$ cat src/hdl/dma_pkg.sv
// constants for the video, cursor and sound dma address generator
// Function
// - every fetch moves four 32-bit words
// - control bit7 duplex, bit5 enable
// - retrace copies init A into current A
// - after video fetch add 16, compare end
// - one more fetch then reload start
// - all pointers quad word aligned
// - video wins bus after current cycle
// - duplex alternates between pointer sets A, B
// - cursor uses video enable, no end
// - cursor pointer adds 16 per fetch
// - cursor fetch gives two raster lines
// - sound pointers step in 4KB page
// - sound granted only without enabled video/cursor requests
// - sound machine idle while disabled
// - state bits read as status, reset 110
// - end pointer write triggers transition
// - stop bit idles after buffer
// - buffer end interrupts, swaps to other pair
// - unprogrammed other pair sets overrun, halts
package dma_pkg;
  localparam int ADDR_W = 28;
  localparam int WORDS_PER_FETCH = 4;
  localparam logic [27:0] QUAD_STEP = 28'h0000010;
  localparam logic [11:0] SND_STEP = 12'h010;
  localparam logic [31:0] OFF_VCTRL = 32'h032001E0;
  localparam logic [31:0] OFF_VSTART = 32'h032001C4;
  localparam logic [31:0] OFF_VEND = 32'h032001C8;
  localparam logic [31:0] OFF_VINITA = 32'h032001CC;
  localparam logic [31:0] OFF_VINITB = 32'h032001D0;
  localparam logic [31:0] OFF_VCURA = 32'h032001D4;
  localparam logic [31:0] OFF_VCURB = 32'h032001D8;
  localparam logic [31:0] OFF_CINIT = 32'h032001DC;
  localparam logic [31:0] OFF_CCUR = 32'h032001E4;
  localparam logic [31:0] OFF_SCTRL = 32'h03200200;
  localparam logic [31:0] OFF_SCURA = 32'h03200204;
  localparam logic [31:0] OFF_SENDA = 32'h03200208;
  localparam logic [31:0] OFF_SCURB = 32'h0320020C;
  localparam logic [31:0] OFF_SENDB = 32'h03200210;
  localparam logic [31:0] OFF_SSTAT = 32'h03200214;
  localparam int VCTRL_DUPLEX = 7;
  localparam int VCTRL_EN = 5;
  localparam int SCTRL_EN = 0;
  localparam int LAST_BIT = 30;
  localparam int STOP_BIT = 31;
  localparam logic [2:0] SSTAT_RESET = 3'h6;
  localparam logic [1:0] CH_VIDEO = 2'h0;
  localparam logic [1:0] CH_CURSOR = 2'h1;
  localparam logic [1:0] CH_SOUND = 2'h2;
  typedef enum logic {FE_IDLE, FE_BUSY} fetch_state_e;
endpackage : dma_pkg

$ cat src/hdl/dma_addr_gen.sv
// three channel dma address generator with apb register slave
module dma_addr_gen
(
  // clock and reset
  input wire logic clk,
  input wire logic arst_n,
  // apb slave
  input wire logic psel,
  input wire logic penable,
  input wire logic pwrite,
  input wire logic [31:0] paddr,
  input wire logic [31:0] pwdata,
  output logic [31:0] prdata,
  output logic pready,
  output logic pslverr,
  // requests from video and sound subsystems
  input wire logic video_req,
  input wire logic cursor_req,
  input wire logic sound_req,
  input wire logic vertical_retrace_period,
  // memory bus
  input wire logic bus_busy,
  input wire logic fetch_done,
  output logic fetch_valid,
  output logic [27:0] fetch_addr,
  output logic [1:0] fetch_chan,
  // sound status
  output logic sound_int_flag,
  output logic sound_overrun
);

  function automatic logic [27:0] qinc(input logic [27:0] a);
    qinc = a + dma_pkg::QUAD_STEP;
  endfunction : qinc

  function automatic logic [27:0] sinc(input logic [27:0] a);
    sinc = {a[27:12], a[11:0] + dma_pkg::SND_STEP};
  endfunction : sinc

  logic rst_s1_r;
  logic rst_n_s;
  always_ff @(posedge clk or negedge arst_n)
  begin
    if (!arst_n)
    begin
      rst_s1_r <= 1'b0;
      rst_n_s <= 1'b0;
    end
    else
    begin
      rst_s1_r <= 1'b1;
      rst_n_s <= rst_s1_r;
    end
  end

  // register state
  logic duplex_r, ven_r, sen_r;
  logic [27:0] vstart_r, vend_r, initb_r, cura_r, curb_r, cinit_r, ccur_r;
  logic [28:0] inita_r;
  logic lasta_r, lastb_r, vsel_b_r;
  logic [27:0] scura_r, scurb_r, senda_r, sendb_r;
  logic slasta_r, slastb_r, stopa_r, stopb_r, proga_r, progb_r;
  logic s_ovr_r, s_int_r, s_ab_r, s_idle_r;
  dma_pkg::fetch_state_e fe_r;
  logic [27:0] fetch_addr_r;
  logic [1:0] fetch_chan_r;

  // bus decode
  wire acc = psel & penable;
  wire wr = acc & pwrite;
  wire hit_vctrl = paddr == dma_pkg::OFF_VCTRL;
  wire hit_vstart = paddr == dma_pkg::OFF_VSTART;
  wire hit_vend = paddr == dma_pkg::OFF_VEND;
  wire hit_inita = paddr == dma_pkg::OFF_VINITA;
  wire hit_initb = paddr == dma_pkg::OFF_VINITB;
  wire hit_cura = paddr == dma_pkg::OFF_VCURA;
  wire hit_curb = paddr == dma_pkg::OFF_VCURB;
  wire hit_cinit = paddr == dma_pkg::OFF_CINIT;
  wire hit_ccur = paddr == dma_pkg::OFF_CCUR;
  wire hit_sctrl = paddr == dma_pkg::OFF_SCTRL;
  wire hit_scura = paddr == dma_pkg::OFF_SCURA;
  wire hit_senda = paddr == dma_pkg::OFF_SENDA;
  wire hit_scurb = paddr == dma_pkg::OFF_SCURB;
  wire hit_sendb = paddr == dma_pkg::OFF_SENDB;
  wire hit_sstat = paddr == dma_pkg::OFF_SSTAT;
  wire [27:0] wptr = {pwdata[27:4], 4'h0};
  wire wr_senda = wr & hit_senda;
  wire wr_sendb = wr & hit_sendb;
  wire [2:0] sstat = {s_ovr_r, s_int_r, s_ab_r};

  logic [31:0] rdata;
  logic hit_any;
  always_comb
  begin
    rdata = 32'h00000000;
    hit_any = 1'b1;
    if (hit_vctrl) rdata = {24'h000000, duplex_r, 1'b0, ven_r, 5'h00};
    else if (hit_vstart) rdata = {4'h0, vstart_r};
    else if (hit_vend) rdata = {4'h0, vend_r};
    else if (hit_inita) rdata = {1'b0, inita_r[28], 2'h0, inita_r[27:0]};
    else if (hit_initb) rdata = {4'h0, initb_r};
    else if (hit_cura) rdata = {4'h0, cura_r};
    else if (hit_curb) rdata = {4'h0, curb_r};
    else if (hit_cinit) rdata = {4'h0, cinit_r};
    else if (hit_ccur) rdata = {4'h0, ccur_r};
    else if (hit_sctrl) rdata = {31'h00000000, sen_r};
    else if (hit_scura) rdata = {4'h0, scura_r};
    else if (hit_senda) rdata = {stopa_r, slasta_r, 2'h0, senda_r};
    else if (hit_scurb) rdata = {4'h0, scurb_r};
    else if (hit_sendb) rdata = {stopb_r, slastb_r, 2'h0, sendb_r};
    else if (hit_sstat) rdata = {29'h00000000, sstat};
    else hit_any = 1'b0;
  end

  assign pready = 1'b1;
  assign pslverr = acc & ~hit_any;
  always_ff @(posedge clk or negedge rst_n_s)
  begin
    if (!rst_n_s) prdata <= 32'h00000000;
    else if (psel & ~penable & ~pwrite) prdata <= rdata;
  end

  // software written configuration
  always_ff @(posedge clk or negedge rst_n_s)
  begin
    if (!rst_n_s)
    begin
      duplex_r <= 1'b0;
      ven_r <= 1'b0;
      sen_r <= 1'b0;
      vstart_r <= 28'h0000000;
      vend_r <= 28'h0000000;
      inita_r <= 29'h00000000;
      initb_r <= 28'h0000000;
      cinit_r <= 28'h0000000;
    end
    else if (wr)
    begin
      if (hit_vctrl) duplex_r <= pwdata[dma_pkg::VCTRL_DUPLEX];
      if (hit_vctrl) ven_r <= pwdata[dma_pkg::VCTRL_EN];
      if (hit_sctrl) sen_r <= pwdata[dma_pkg::SCTRL_EN];
      if (hit_vstart) vstart_r <= wptr;
      if (hit_vend) vend_r <= wptr;
      if (hit_inita) inita_r <= {pwdata[dma_pkg::LAST_BIT], wptr};
      if (hit_initb) initb_r <= wptr;
      if (hit_cinit) cinit_r <= wptr;
    end
  end

  // arbitration, video first, then cursor, then sound
  wire snd_run = sen_r & ~s_ovr_r & ~s_idle_r;
  wire want_v = ven_r & video_req;
  wire want_c = ven_r & cursor_req;
  wire want_s = snd_run & sound_req;
  wire can_start = (fe_r == dma_pkg::FE_IDLE) & ~bus_busy;
  wire use_b = duplex_r & vsel_b_r;
  wire [27:0] vaddr = use_b ? curb_r : cura_r;
  wire [27:0] saddr = s_ab_r ? scurb_r : scura_r;
  wire done = (fe_r == dma_pkg::FE_BUSY) & fetch_done;
  wire done_v = done & (fetch_chan_r == dma_pkg::CH_VIDEO);
  wire done_c = done & (fetch_chan_r == dma_pkg::CH_CURSOR);
  wire done_s = done & (fetch_chan_r == dma_pkg::CH_SOUND);
  wire retrace = vertical_retrace_period;

  // each grant is one quad word: four 32-bit words from any bank
  always_ff @(posedge clk or negedge rst_n_s)
  begin
    if (!rst_n_s)
    begin
      fe_r <= dma_pkg::FE_IDLE;
      fetch_addr_r <= 28'h0000000;
      fetch_chan_r <= dma_pkg::CH_VIDEO;
    end
    else
    begin
      case (fe_r)
        dma_pkg::FE_IDLE:
        begin
          if (can_start & want_v)
          begin
            fe_r <= dma_pkg::FE_BUSY;
            fetch_addr_r <= vaddr;
            fetch_chan_r <= dma_pkg::CH_VIDEO;
          end
          else if (can_start & want_c)
          begin
            fe_r <= dma_pkg::FE_BUSY;
            fetch_addr_r <= ccur_r;
            fetch_chan_r <= dma_pkg::CH_CURSOR;
          end
          else if (can_start & want_s)
          begin
            fe_r <= dma_pkg::FE_BUSY;
            fetch_addr_r <= saddr;
            fetch_chan_r <= dma_pkg::CH_SOUND;
          end
        end
        dma_pkg::FE_BUSY:
        begin
          if (fetch_done) fe_r <= dma_pkg::FE_IDLE;
        end
        default: fe_r <= dma_pkg::FE_IDLE;
      endcase
    end
  end

  assign fetch_valid = fe_r == dma_pkg::FE_BUSY;
  assign fetch_addr = fetch_addr_r;
  assign fetch_chan = fetch_chan_r;

  // video and cursor current pointers
  wire [27:0] cur_act = use_b ? curb_r : cura_r;
  wire last_act = use_b ? lastb_r : lasta_r;
  wire [27:0] cur_nxt = last_act ? vstart_r : qinc(cur_act);
  wire last_nxt = last_act ? (vstart_r == vend_r) : (qinc(cur_act) == vend_r);
  always_ff @(posedge clk or negedge rst_n_s)
  begin
    if (!rst_n_s)
    begin
      cura_r <= 28'h0000000;
      curb_r <= 28'h0000000;
      lasta_r <= 1'b0;
      lastb_r <= 1'b0;
      vsel_b_r <= 1'b0;
      ccur_r <= 28'h0000000;
    end
    else if (retrace)
    begin
      cura_r <= inita_r[27:0];
      lasta_r <= inita_r[28];
      curb_r <= initb_r;
      lastb_r <= initb_r == vend_r;
      vsel_b_r <= 1'b0;
      ccur_r <= cinit_r;
    end
    else
    begin
      if (done_v & ~use_b) cura_r <= cur_nxt;
      if (done_v & ~use_b) lasta_r <= last_nxt;
      if (done_v & use_b) curb_r <= cur_nxt;
      if (done_v & use_b) lastb_r <= last_nxt;
      if (done_v) vsel_b_r <= duplex_r & ~vsel_b_r;
      if (done_c) ccur_r <= qinc(ccur_r);
    end
  end

  // sound pointers, stepping only the low 12 bits
  wire s_last = s_ab_r ? slastb_r : slasta_r;
  wire fin = done_s & s_last;
  wire fin_a = fin & ~s_ab_r;
  wire fin_b = fin & s_ab_r;
  wire stop_act = s_ab_r ? stopb_r : stopa_r;
  wire other_ok = s_ab_r ? (proga_r | wr_senda) : (progb_r | wr_sendb);
  wire [27:0] sa_inc = sinc(scura_r);
  wire [27:0] sb_inc = sinc(scurb_r);
  always_ff @(posedge clk or negedge rst_n_s)
  begin
    if (!rst_n_s)
    begin
      scura_r <= 28'h0000000;
      scurb_r <= 28'h0000000;
      senda_r <= 28'h0000000;
      sendb_r <= 28'h0000000;
      slasta_r <= 1'b0;
      slastb_r <= 1'b0;
      stopa_r <= 1'b0;
      stopb_r <= 1'b0;
    end
    else
    begin
      if (wr & hit_scura) scura_r <= wptr;
      else if (done_s & ~s_ab_r & ~slasta_r) scura_r <= sa_inc;
      if (wr & hit_scurb) scurb_r <= wptr;
      else if (done_s & s_ab_r & ~slastb_r) scurb_r <= sb_inc;
      if (wr_senda) senda_r <= wptr;
      if (wr_sendb) sendb_r <= wptr;
      if (wr_senda) slasta_r <= pwdata[dma_pkg::LAST_BIT];
      else if (done_s & ~s_ab_r) slasta_r <= sa_inc[11:0] == senda_r[11:0];
      if (wr_sendb) slastb_r <= pwdata[dma_pkg::LAST_BIT];
      else if (done_s & s_ab_r) slastb_r <= sb_inc[11:0] == sendb_r[11:0];
      if (wr_senda) stopa_r <= pwdata[dma_pkg::STOP_BIT];
      if (wr_sendb) stopb_r <= pwdata[dma_pkg::STOP_BIT];
    end
  end

  // sound state machine; s_ovr_r, s_int_r and s_ab_r are the status flags, s_idle_r is not readable
  wire halted = s_ovr_r | s_idle_r;
  always_ff @(posedge clk or negedge rst_n_s)
  begin
    if (!rst_n_s)
    begin
      {s_ovr_r, s_int_r, s_ab_r} <= dma_pkg::SSTAT_RESET;
      s_idle_r <= 1'b0;
      proga_r <= 1'b0;
      progb_r <= 1'b0;
    end
    else
    begin
      if (wr_senda) proga_r <= 1'b1;
      else if (fin_a) proga_r <= 1'b0;
      if (wr_sendb) progb_r <= 1'b1;
      else if (fin_b) progb_r <= 1'b0;
      if (fin)
      begin
        s_int_r <= 1'b1;
        s_idle_r <= stop_act;
        s_ovr_r <= ~stop_act & ~other_ok;
        if (~stop_act & other_ok) s_ab_r <= ~s_ab_r;
      end
      else if (wr_senda | wr_sendb)
      begin
        s_int_r <= 1'b0;
        s_ovr_r <= 1'b0;
        s_idle_r <= 1'b0;
        if (halted) s_ab_r <= wr_sendb;
      end
    end
  end

  assign sound_int_flag = s_int_r;
  assign sound_overrun = s_ovr_r;
endmodule : dma_addr_gen

$ cat config.mk
export PLATFORM = sky130hd
export DESIGN_NAME = dma_addr_gen
export DESIGN_NICKNAME = d
export VERILOG_FILES = /design/src/hdl/dma_pkg.sv /design/src/hdl/dma_addr_gen.sv
export SDC_FILE = /design/constraint.sdc
export NUM_CORES = 1
export LEC_CHECK = 0
export ABC_AREA = 1
export BUFFER_PORTS_ARGS = -buffer_cell sky130_fd_sc_hd__buf_2
export CAP_MARGIN = 10
export CORE_UTILIZATION = 30
export CTS_CLUSTER_DIAMETER = 30
export DETAILED_ROUTE_END_ITERATION = 8
export PLACE_DENSITY = 0.52
export SLEW_MARGIN = 5
export SYNTH_ARGS = -nofsm -noshare
export SYNTH_HDL_FRONTEND = slang
export SYNTH_SLANG_ARGS = --single-unit
$ cat constraint.sdc
create_clock -name clk -period 10.2 [get_ports clk]
set_clock_uncertainty 0.05 [all_clocks]
set_input_delay 1.02 -clock clk [delete_from_list [all_inputs] [get_ports clk]]
set_output_delay 1.02 -clock clk [all_outputs]
set_load 0.03 [all_outputs]
* After elaboration in Yosys (flattened, before gate mapping) *
Cells that the tools add are included.
W data, S select, Z words.

cells by class
  add/sub/neg operators = 4
  equal/unequal tests = 23
  multiplexer cells = 81
  bitwise logic cells = 53
  reduce and logical (&&, ||, !) cells = 23

operators by type and width
  cell                     number
  $eq A32 B26 Y1 const B   15
  $mux W32                 14
  $mux W28                 14
  $add A28 B5 Y28 const B  2
  $eq A24 B24 Y1           2
  $mux W1                  46
  $and A1 B1 Y1            35
  $eq A28 B28 Y1           1
  $add A12 B5 Y12 const B  2
  $eq A12 B12 Y1           2
  $mux W12                 2
  $reduce_bool A2 Y1       12
  $reduce_and A2 Y1        8
  $not A1 Y1               14
  $mux W2                  3
  $or A1 B1 Y1             4
  $mux W3                  1
  $reduce_and A3 Y1        1
  $reduce_bool A3 Y1       1
  $eq A2 B1 Y1 const B     1
  $eq A2 B2 Y1 const B     1
  $logic_not A2 Y1         1
  $ne A2 B1 Y1 const B     1
  $pmux W1 S2              1

storage, ports and cells
  register bits after elaboration = 390
  output and inout bits = 67
  word-level logic and storage cells = 220

* Longest topological paths before layout *
Gate-level depths: netlist of run 1.

  word-level depth = 18
  mapped depth = 25

* Worst setup path after synthesis of run 1 *
OpenSTA, ideal clock, no wires.

  path type = in2out
  start = input paddr[15]
  end = output pslverr
  arrival time = 3.124 ns
  slack = 6.006 ns
  cell stages on the path = 10
  path through = nor2_1 nor3b_1 nand2_1 inv_1 nand3_1 nor2_2 inv_1 clkbuf_1 nand4_1 nor4_1

between the ends
  word-level cells in the longest chain between the ends = 18

ends and longest elaborated chain
  item             RTL line             RTL
  from (decl)      dma_addr_gen.sv:11   input wire logic [31:0] paddr,
  $eq A32 B26 Y1   dma_addr_gen.sv:85   wire hit_sstat = paddr == dma_pkg::OFF_SSTAT;
  $mux W1          dma_addr_gen.sv:111  else if (hit_sstat) rdata = {29'h00000000, sstat};
  $mux W1          dma_addr_gen.sv:110  else if (hit_sendb) rdata = {stopb_r, slastb_r, 2'h0, sendb_r};
  $mux W1          dma_addr_gen.sv:109  else if (hit_scurb) rdata = {4'h0, scurb_r};
  $mux W1          dma_addr_gen.sv:108  else if (hit_senda) rdata = {stopa_r, slasta_r, 2'h0, senda_r};
  $mux W1          dma_addr_gen.sv:107  else if (hit_scura) rdata = {4'h0, scura_r};
  $mux W1          dma_addr_gen.sv:106  else if (hit_sctrl) rdata = {31'h00000000, sen_r};
  $mux W1          dma_addr_gen.sv:105  else if (hit_ccur) rdata = {4'h0, ccur_r};
  [2 not listed]   n/a
  $mux W1          dma_addr_gen.sv:102  else if (hit_cura) rdata = {4'h0, cura_r};
  $mux W1          dma_addr_gen.sv:101  else if (hit_initb) rdata = {4'h0, initb_r};
  $mux W1          dma_addr_gen.sv:100  else if (hit_inita) rdata = {1'b0, inita_r[28], 2'h0, inita_r[27:0]};
  $mux W1          dma_addr_gen.sv:99   else if (hit_vend) rdata = {4'h0, vend_r};
  $mux W1          dma_addr_gen.sv:98   else if (hit_vstart) rdata = {4'h0, vstart_r};
  $mux W1 *        dma_addr_gen.sv:97   if (hit_vctrl) rdata = {24'h000000, duplex_r, 1'b0, ven_r, 5'h00};
  $not A1 Y1 *     dma_addr_gen.sv:116  assign pslverr = acc & ~hit_any;
  $and A1 B1 Y1 *  dma_addr_gen.sv:116
  to (decl)        dma_addr_gen.sv:15   output logic pslverr,

Mark *: on every way between the ends. The rest lies on a longest branch, timed or not.

* Final worst setup path of run 1 *
  start = input paddr[1]
  end = output pslverr

Same word-level chain as after synthesis.

==> results of run 1 <==
worst min path at each step:
stage,from,end,slack [ns],cells after the start
after floorplan,rst_s1_r,rst_n_s,0.28,0
after global placement,rst_s1_r,rst_n_s,0.28,0
after detailed placement,rst_s1_r,rst_n_s,0.29,0
after CTS,arst_n,rst_n_s,0.08,1
after global routing,arst_n,rst_n_s,0.1,1
final,arst_n,rst_n_s,0.11,1
layer usage:
| metal | up-vias | wire length (um) | global-route usage |
|---|---|---|---|
| li1 | 10200 | - | - |
| met1 | 10400 | 42600 | 0.362 |
| met2 | 914 | 40700 | 0.384 |
| met3 | 150 | 6850 | 0.0393 |
| met4 | 0 | 3150 | 0.0973 |
| met5 | - | 0 | 0 |
cell usage in the layout, fill, tap and decap left out, types with 5 or more instances in the layout:
| master | instances |
|---|---|
| a21oi_1 | 77 |
| a221oi_1 | 13 |
| a41oi_1 | 18 |
| buf_2 | 133 |
| buf_4 | 34 |
| bufinv_16 | 18 |
| clkbuf_1 | 11 |
| clkbuf_16 | 108 |
| clkbuf_8 | 21 |
| clkinv_1 | 5 |
| clkinv_2 | 22 |
| clkinvlp_4 | 10 |
| dfrtp_1 | 373 |
| inv_1 | 272 |
| inv_2 | 10 |
| inv_6 | 8 |
| nand2_1 | 985 |
| nand3_1 | 178 |
| nand3b_1 | 5 |
| nand4_1 | 49 |
| nor2_1 | 218 |
| nor2_2 | 9 |
| nor3_1 | 43 |
| nor4_1 | 9 |
| o211ai_1 | 70 |
| o21ai_0 | 336 |
| o21ai_1 | 8 |
| o21bai_1 | 14 |
| o221ai_1 | 32 |
| o22ai_1 | 13 |
| xnor2_1 | 24 |
| xor2_1 | 51 |
flip-flops by register name, summed over array words and instances, names as in the netlist, 25 cells and up:
| register | count |
|---|---|
| cura_r | 28 |
| prdata | 30 |
| inita_r | 25 |
| curb_r | 28 |
| fetch_addr | 28 |
critical path: stages:
cell and delay, ns:
buf_2 0.09, or2_1 0.24, nor2_2 0.34, nand2_1 0.35
nor2_1 0.23, inv_1 0.09, nor2_2 0.53, inv_1 0.50
nand4_1 0.23, nor4_1 0.11, buf_2 0.19
power by group:
part | internal (mW) | switching, mW | leakage, nW | total (mW)
registers | 1.57 | 0.0811 | 5.14 | 1.65
logic | 0.163 | 0.420 | 5.63 | 0.583
clock network | 2.53 | 1.06 | 1.91 | 3.60
total | 4.26 | 1.56 | 12.7 | 5.83
logic make-up (layout without fill, tap and decap cells):
group,after synthesis,in the layout,share of synthesized area
buf+inv,421,657,0.0758
flops,376,376,0.437
mux,1,1,0.000465
xor+xnor,78,78,0.0336
compound gates,594,594,0.161
other cells,2,4,0.000349
simple gates,1517,1517,0.289
fa+ha+maj,4,4,0.00232
area by class of cell:
class	instances	area (um2)	area share
Multi-Input combinational cell	2198	10500	0.389
Sequential cell	376	9420	0.348
Clock buffer	140	3030	0.112
Tap cell	940	1180	0.0435
Inverter	287	1080	0.0398
Timing Repair Buffer	168	941	0.0348
Clock inverter	62	872	0.0322
==> impl_metrics.env, run 1 <==
export IMPL_syn_inst=2993
export IMPL_synth_area_per_cell_um2=7.19
export IMPL_p_leak_nw=12.7
export IMPL_ys_ff_latch=376
export IMPL_setup_tns_ns=0
export IMPL_layout_cells_non_filler=4171
export IMPL_post_place_cells=3969
export IMPL_yosysWarnings=0
export IMPL_cts_sinks=376
export IMPL_synthTopCellsByCount="986 x nand2_1, 374 x dfrtp_1, 336 x o21ai_0, 273 x inv_1, 220 x nor2_1"
export IMPL_cap_violations=0
export IMPL_yosysMostFrequentCell="nand2_1"
export IMPL_end_kind="primary output"
export IMPL_finalNetCount=3218
export IMPL_period_share=0.489
export IMPL_clock_latency_ns=0.66
export IMPL_htreeDepth=3
export IMPL_synth_edf_count=0
export IMPL_relSlewSlack=0.207
export IMPL_design_area_um2=27000
export IMPL_fp_dieW_um=270
export IMPL_synth_ff_type="dfrtp_1"
export IMPL_grt_max_degree=153
export IMPL_core_um2=70500
export IMPL_crit_fanout=16
export IMPL_drive_gt1_frac=0.122
export IMPL_max_vdd_ir_drop_v=0.000126
export IMPL_ys_seq_area_frac=0.437
export IMPL_grt_use_total=0.254
export IMPL_drc_errors=0
export IMPL_initial_core_util=0.305
export IMPL_routabilityCongestion=0.975
export IMPL_finalWorstSetupSlack_ns=5.21
export IMPL_r2r_start="duplex_r"
export IMPL_slew_viol_final=0
export IMPL_power_density_nw_per_um2=215
export IMPL_cts_made_buffers=108
export IMPL_antenna_found_initial=0
export IMPL_crit_required_ns=9.13
export IMPL_ios=142
export IMPL_grt_pass1_wl_um=139000
export IMPL_cts_tree="built"
export IMPL_pre_cts_ws_ns=4.78
export IMPL_r2r_end="lastb_r"
export IMPL_crit_path_end="pslverr"
export IMPL_synth_top_area_frac=0.435
export IMPL_synthTopCellsByArea="dfrtp_1 43%, nand2_1 17%, o21ai_0 7.8%, inv_1 4.8%, nand3_1 4.2%"
export IMPL_setup_viol=0
export IMPL_clk_path_buf_depth=3
export IMPL_synth_cell_types=47
export IMPL_first_pass_iters=5
export IMPL_area_growth_pct=25.6
export IMPL_final_core_util=0.384
export IMPL_power_total_mw=5.83
export IMPL_avgRoutedWirePerCell_um=22.4
export IMPL_yosys_area_top_type="dfrtp_1"
export IMPL_grt_pass1_vias=20800
export IMPL_cts_clk_slew_worst_paths_ns=0.04
export IMPL_dp_final_hpwl_um=67000
export IMPL_fp_dieH_um=270
export IMPL_drt_wl_total_um=93200
export IMPL_dieArea_um2=72900
export IMPL_r2r_slack_ns=5.36
export IMPL_root_buffer="clkbuf_16"
export IMPL_critPathArrivalTime_ns=3.92
export IMPL_rows=97
export IMPL_placed_area_um2=23100
export IMPL_postCtsSetupBuffers=0
export IMPL_synth_area_um2=21500
export IMPL_outcome="finished clean"
export IMPL_finalHoldViolCount=0
export IMPL_worst_hold_slack_ns=0.107
export IMPL_antenna_cells=0
export IMPL_via_count=21700
export IMPL_holdBufCountCts=0
export IMPL_rr_worst_depth=21
export IMPL_port_buffers=133
export IMPL_crit_type="primary input to primary output"
export IMPL_rsz0062_at_grt="no"
export IMPL_crit_start="paddr[1]"
export IMPL_drt_iter0_markers=2425
export IMPL_tightestPinTransition_ns=1.18
export IMPL_grt_overflow_total=0
export IMPL_period_minus_slack_ns=4.99
export IMPL_crit_path_start_kind="primary input"
export IMPL_fmax_ghz=0.200
export IMPL_antenna_left=0
export IMPL_viasPerCell=5.21
export IMPL_cts_repair_resized=0
export IMPL_synthArstFlopShare=1.00
export IMPL_nFillCells=7374
export IMPL_hold_class="primary input to asynchronous set/reset pin"
Note: power is estimated with default switching activity, not from simulation.
==> inputs of run 2 (changes only) <==
--- a/config.mk
+++ b/config.mk
@@ -11,7 +11,7 @@
 export CORE_UTILIZATION = 30
 export CTS_CLUSTER_DIAMETER = 30
 export DETAILED_ROUTE_END_ITERATION = 8
-export PLACE_DENSITY = 0.52
+export PLACE_DENSITY = 0.5
 export SLEW_MARGIN = 5
 export SYNTH_ARGS = -nofsm -noshare
 export SYNTH_HDL_FRONTEND = slang
==> constraint.sdc (replaced) <==
create_clock -name clk -period 5.1 [get_ports clk]
set_clock_uncertainty 0.05 [all_clocks]
set_input_delay 0.51 -clock clk [delete_from_list [all_inputs] [get_ports clk]]
set_output_delay 0.51 -clock clk [all_outputs]
set_load 0.03 [all_outputs]
==> impl_metrics.env, run 2 (same netlist as run 1, synthesis figures left out) <==
export IMPL_outcome="finished clean"
export IMPL_top_register="prdata"
export IMPL_postCtsSetupBuffers=0
export IMPL_layout_common_cells="985 x nand2_1, 373 x dfrtp_1, 336 x o21ai_0"
export IMPL_drc_errors=0
export IMPL_routabilityCongestion=0.944
export IMPL_tightestPinTransition_ns=1.16
export IMPL_crit_required_ns=5.63
export IMPL_crit_type="flop to flop"
export IMPL_p_leak_nw=12.7
export IMPL_largest_reg_flops=30
export IMPL_cap_violations=0
export IMPL_post_place_cells=3984
export IMPL_r2r_slack_ns=1.09
export IMPL_finalHoldViolCount=0
export IMPL_initial_core_util=0.305
export IMPL_rows=97
export IMPL_core_um2=70500
export IMPL_fp_dieW_um=270
export IMPL_avgRoutedWirePerCell_um=22.6
export IMPL_grt_max_degree=116
export IMPL_cts_sinks=376
export IMPL_hold_end="senda_r[5]"
export IMPL_crit_fanout=23
export IMPL_finalNetCount=3232
export IMPL_r2r_start="duplex_r"
export IMPL_relSlewSlack=0.224
export IMPL_drt_wl_total_um=94600
export IMPL_grt_pass1_wl_um=140000
export IMPL_rr_worst_depth=21
export IMPL_area_growth_pct=25.5
export IMPL_via_count=21700
export IMPL_period_share=0.787
export IMPL_grt_pass1_vias=20600
export IMPL_port_buffers=133
export IMPL_htreeDepth=3
export IMPL_max_vdd_ir_drop_v=0.000273
export IMPL_final_common_cell="nand2_1"
export IMPL_critPathArrivalTime_ns=4.55
export IMPL_fmax_ghz=0.249
export IMPL_hold_start="pwdata[5]"
export IMPL_drive_gt1_frac=0.123
export IMPL_cts_made_buffers=106
export IMPL_rsz0062_at_grt="no"
export IMPL_ios=142
export IMPL_viasPerCell=5.19
export IMPL_whs_path_depth=3
export IMPL_layout_cells_non_filler=4180
export IMPL_finalWorstSetupSlack_ns=1.09
export IMPL_antenna_left=0
export IMPL_worst_hold_slack_ns=0.0895
export IMPL_drt_iter0_markers=2383
export IMPL_hold_class="primary input to flop"
export IMPL_period_minus_slack_ns=4.01
export IMPL_antenna_found_initial=2
export IMPL_power_density_nw_per_um2=419
export IMPL_crit_path_start_kind="flop"
export IMPL_cts_clk_slew_worst_paths_ns=0.04
export IMPL_clock_latency_ns=0.65
export IMPL_dp_final_hpwl_um=69000
export IMPL_fp_dieH_um=270
export IMPL_dieArea_um2=72900
export IMPL_slew_viol_final=0
export IMPL_clk_path_buf_depth=3
export IMPL_first_pass_iters=6
export IMPL_grt_use_total=0.258
export IMPL_grt_overflow_total=0
export IMPL_root_buffer="clkbuf_16"
export IMPL_pre_cts_ws_ns=1.29
export IMPL_cts_repair_resized=0
export IMPL_end_kind="flop"
export IMPL_cts_tree="built"
export IMPL_setup_viol=0
export IMPL_setup_tns_ns=0
export IMPL_r2r_end="lastb_r"
==> run 2: through the flow <==
step / utilization / cell area (um2) / total power [mW]
2_1_floorplan: - / 21500 / 4.00
3_3_place_gp: 0.330 / 23300 / 4.48
3_5_place_dp: 0.330 / 23300 / 4.48
4_1_cts: 0.383 / 27000 / 11.4
5_1_grt: 0.383 / 27000 / 11.7
6_report: 0.383 / 27000 / 11.3
==> run 2: worst max path at each step <==
stage	start	to	slack, ns	cells after the start
global route	duplex_r	lastb_r	0.92	21
floorplan	rst_n_s	ccur_r[10]	1.35	0
CTS	duplex_r	lastb_r	1.28	21
global placement	duplex_r	lastb_r	1.32	21
detailed placement	duplex_r	lastb_r	1.29	21
finish	duplex_r	lastb_r	1.09	21
==> run 2: timing repair <==
item                                   in CTS  in global routing
hold buffers                                1                  0
setup endpoints to repair                   0                  0
endpoints found under the hold margin       2                  0
==> run 2: power by group <==
group          internal (mW)  total [mW]  switching (mW)
logic                  0.333        1.17           0.840
registers               3.13        3.29           0.158
clock network           4.88        6.87            1.98
==> run 2: cell type report <==
cell class | instances | area [um2]
inverter | 287 | 1080
fill | 7402 | 43500
timing repair buffer | 184 | 1090
antenna | 1 | 2.50
clock buffer | 146 | 3060
multi-input combinational | 2198 | 10500
sequential | 376 | 9420
tap | 940 | 1180
clock inverter | 48 | 674
==> run 2: worst max-delay path, stage by stage (launching register included) <==
cell and delay (ns):
dfrtp_1 0.38, buf_4 0.37, nand3_1 0.13, nand2_1 0.26
ha_1 0.56, nand2_1 0.17, nor2_1 0.40, buf_4 0.23
nand2_1 0.07, nand3_1 0.08, nand4_1 0.08, nor2_1 0.09
nand2_1 0.13, nor2_1 0.11, nand3_1 0.10, nor2_1 0.22
nand2_1 0.08, nand2_1 0.11, nand2_1 0.10, nand3_1 0.11
nand2_1 0.05, inv_1 0.04
==> run 2: routing by layer <==
| metal | track usage | share of wire | vias up | wire [um] |
|---|---|---|---|---|
| li1 | - | - | 10200 | - |
| met2 | 0.382 | 0.43 | 993 | 40300 |
| met1 | 0.368 | 0.45 | 10300 | 42800 |
| met5 | 0 | 0 | - | 0 |
| met4 | 0.113 | 0.041 | 0 | 3920 |
| met3 | 0.0440 | 0.080 | 183 | 7580 |
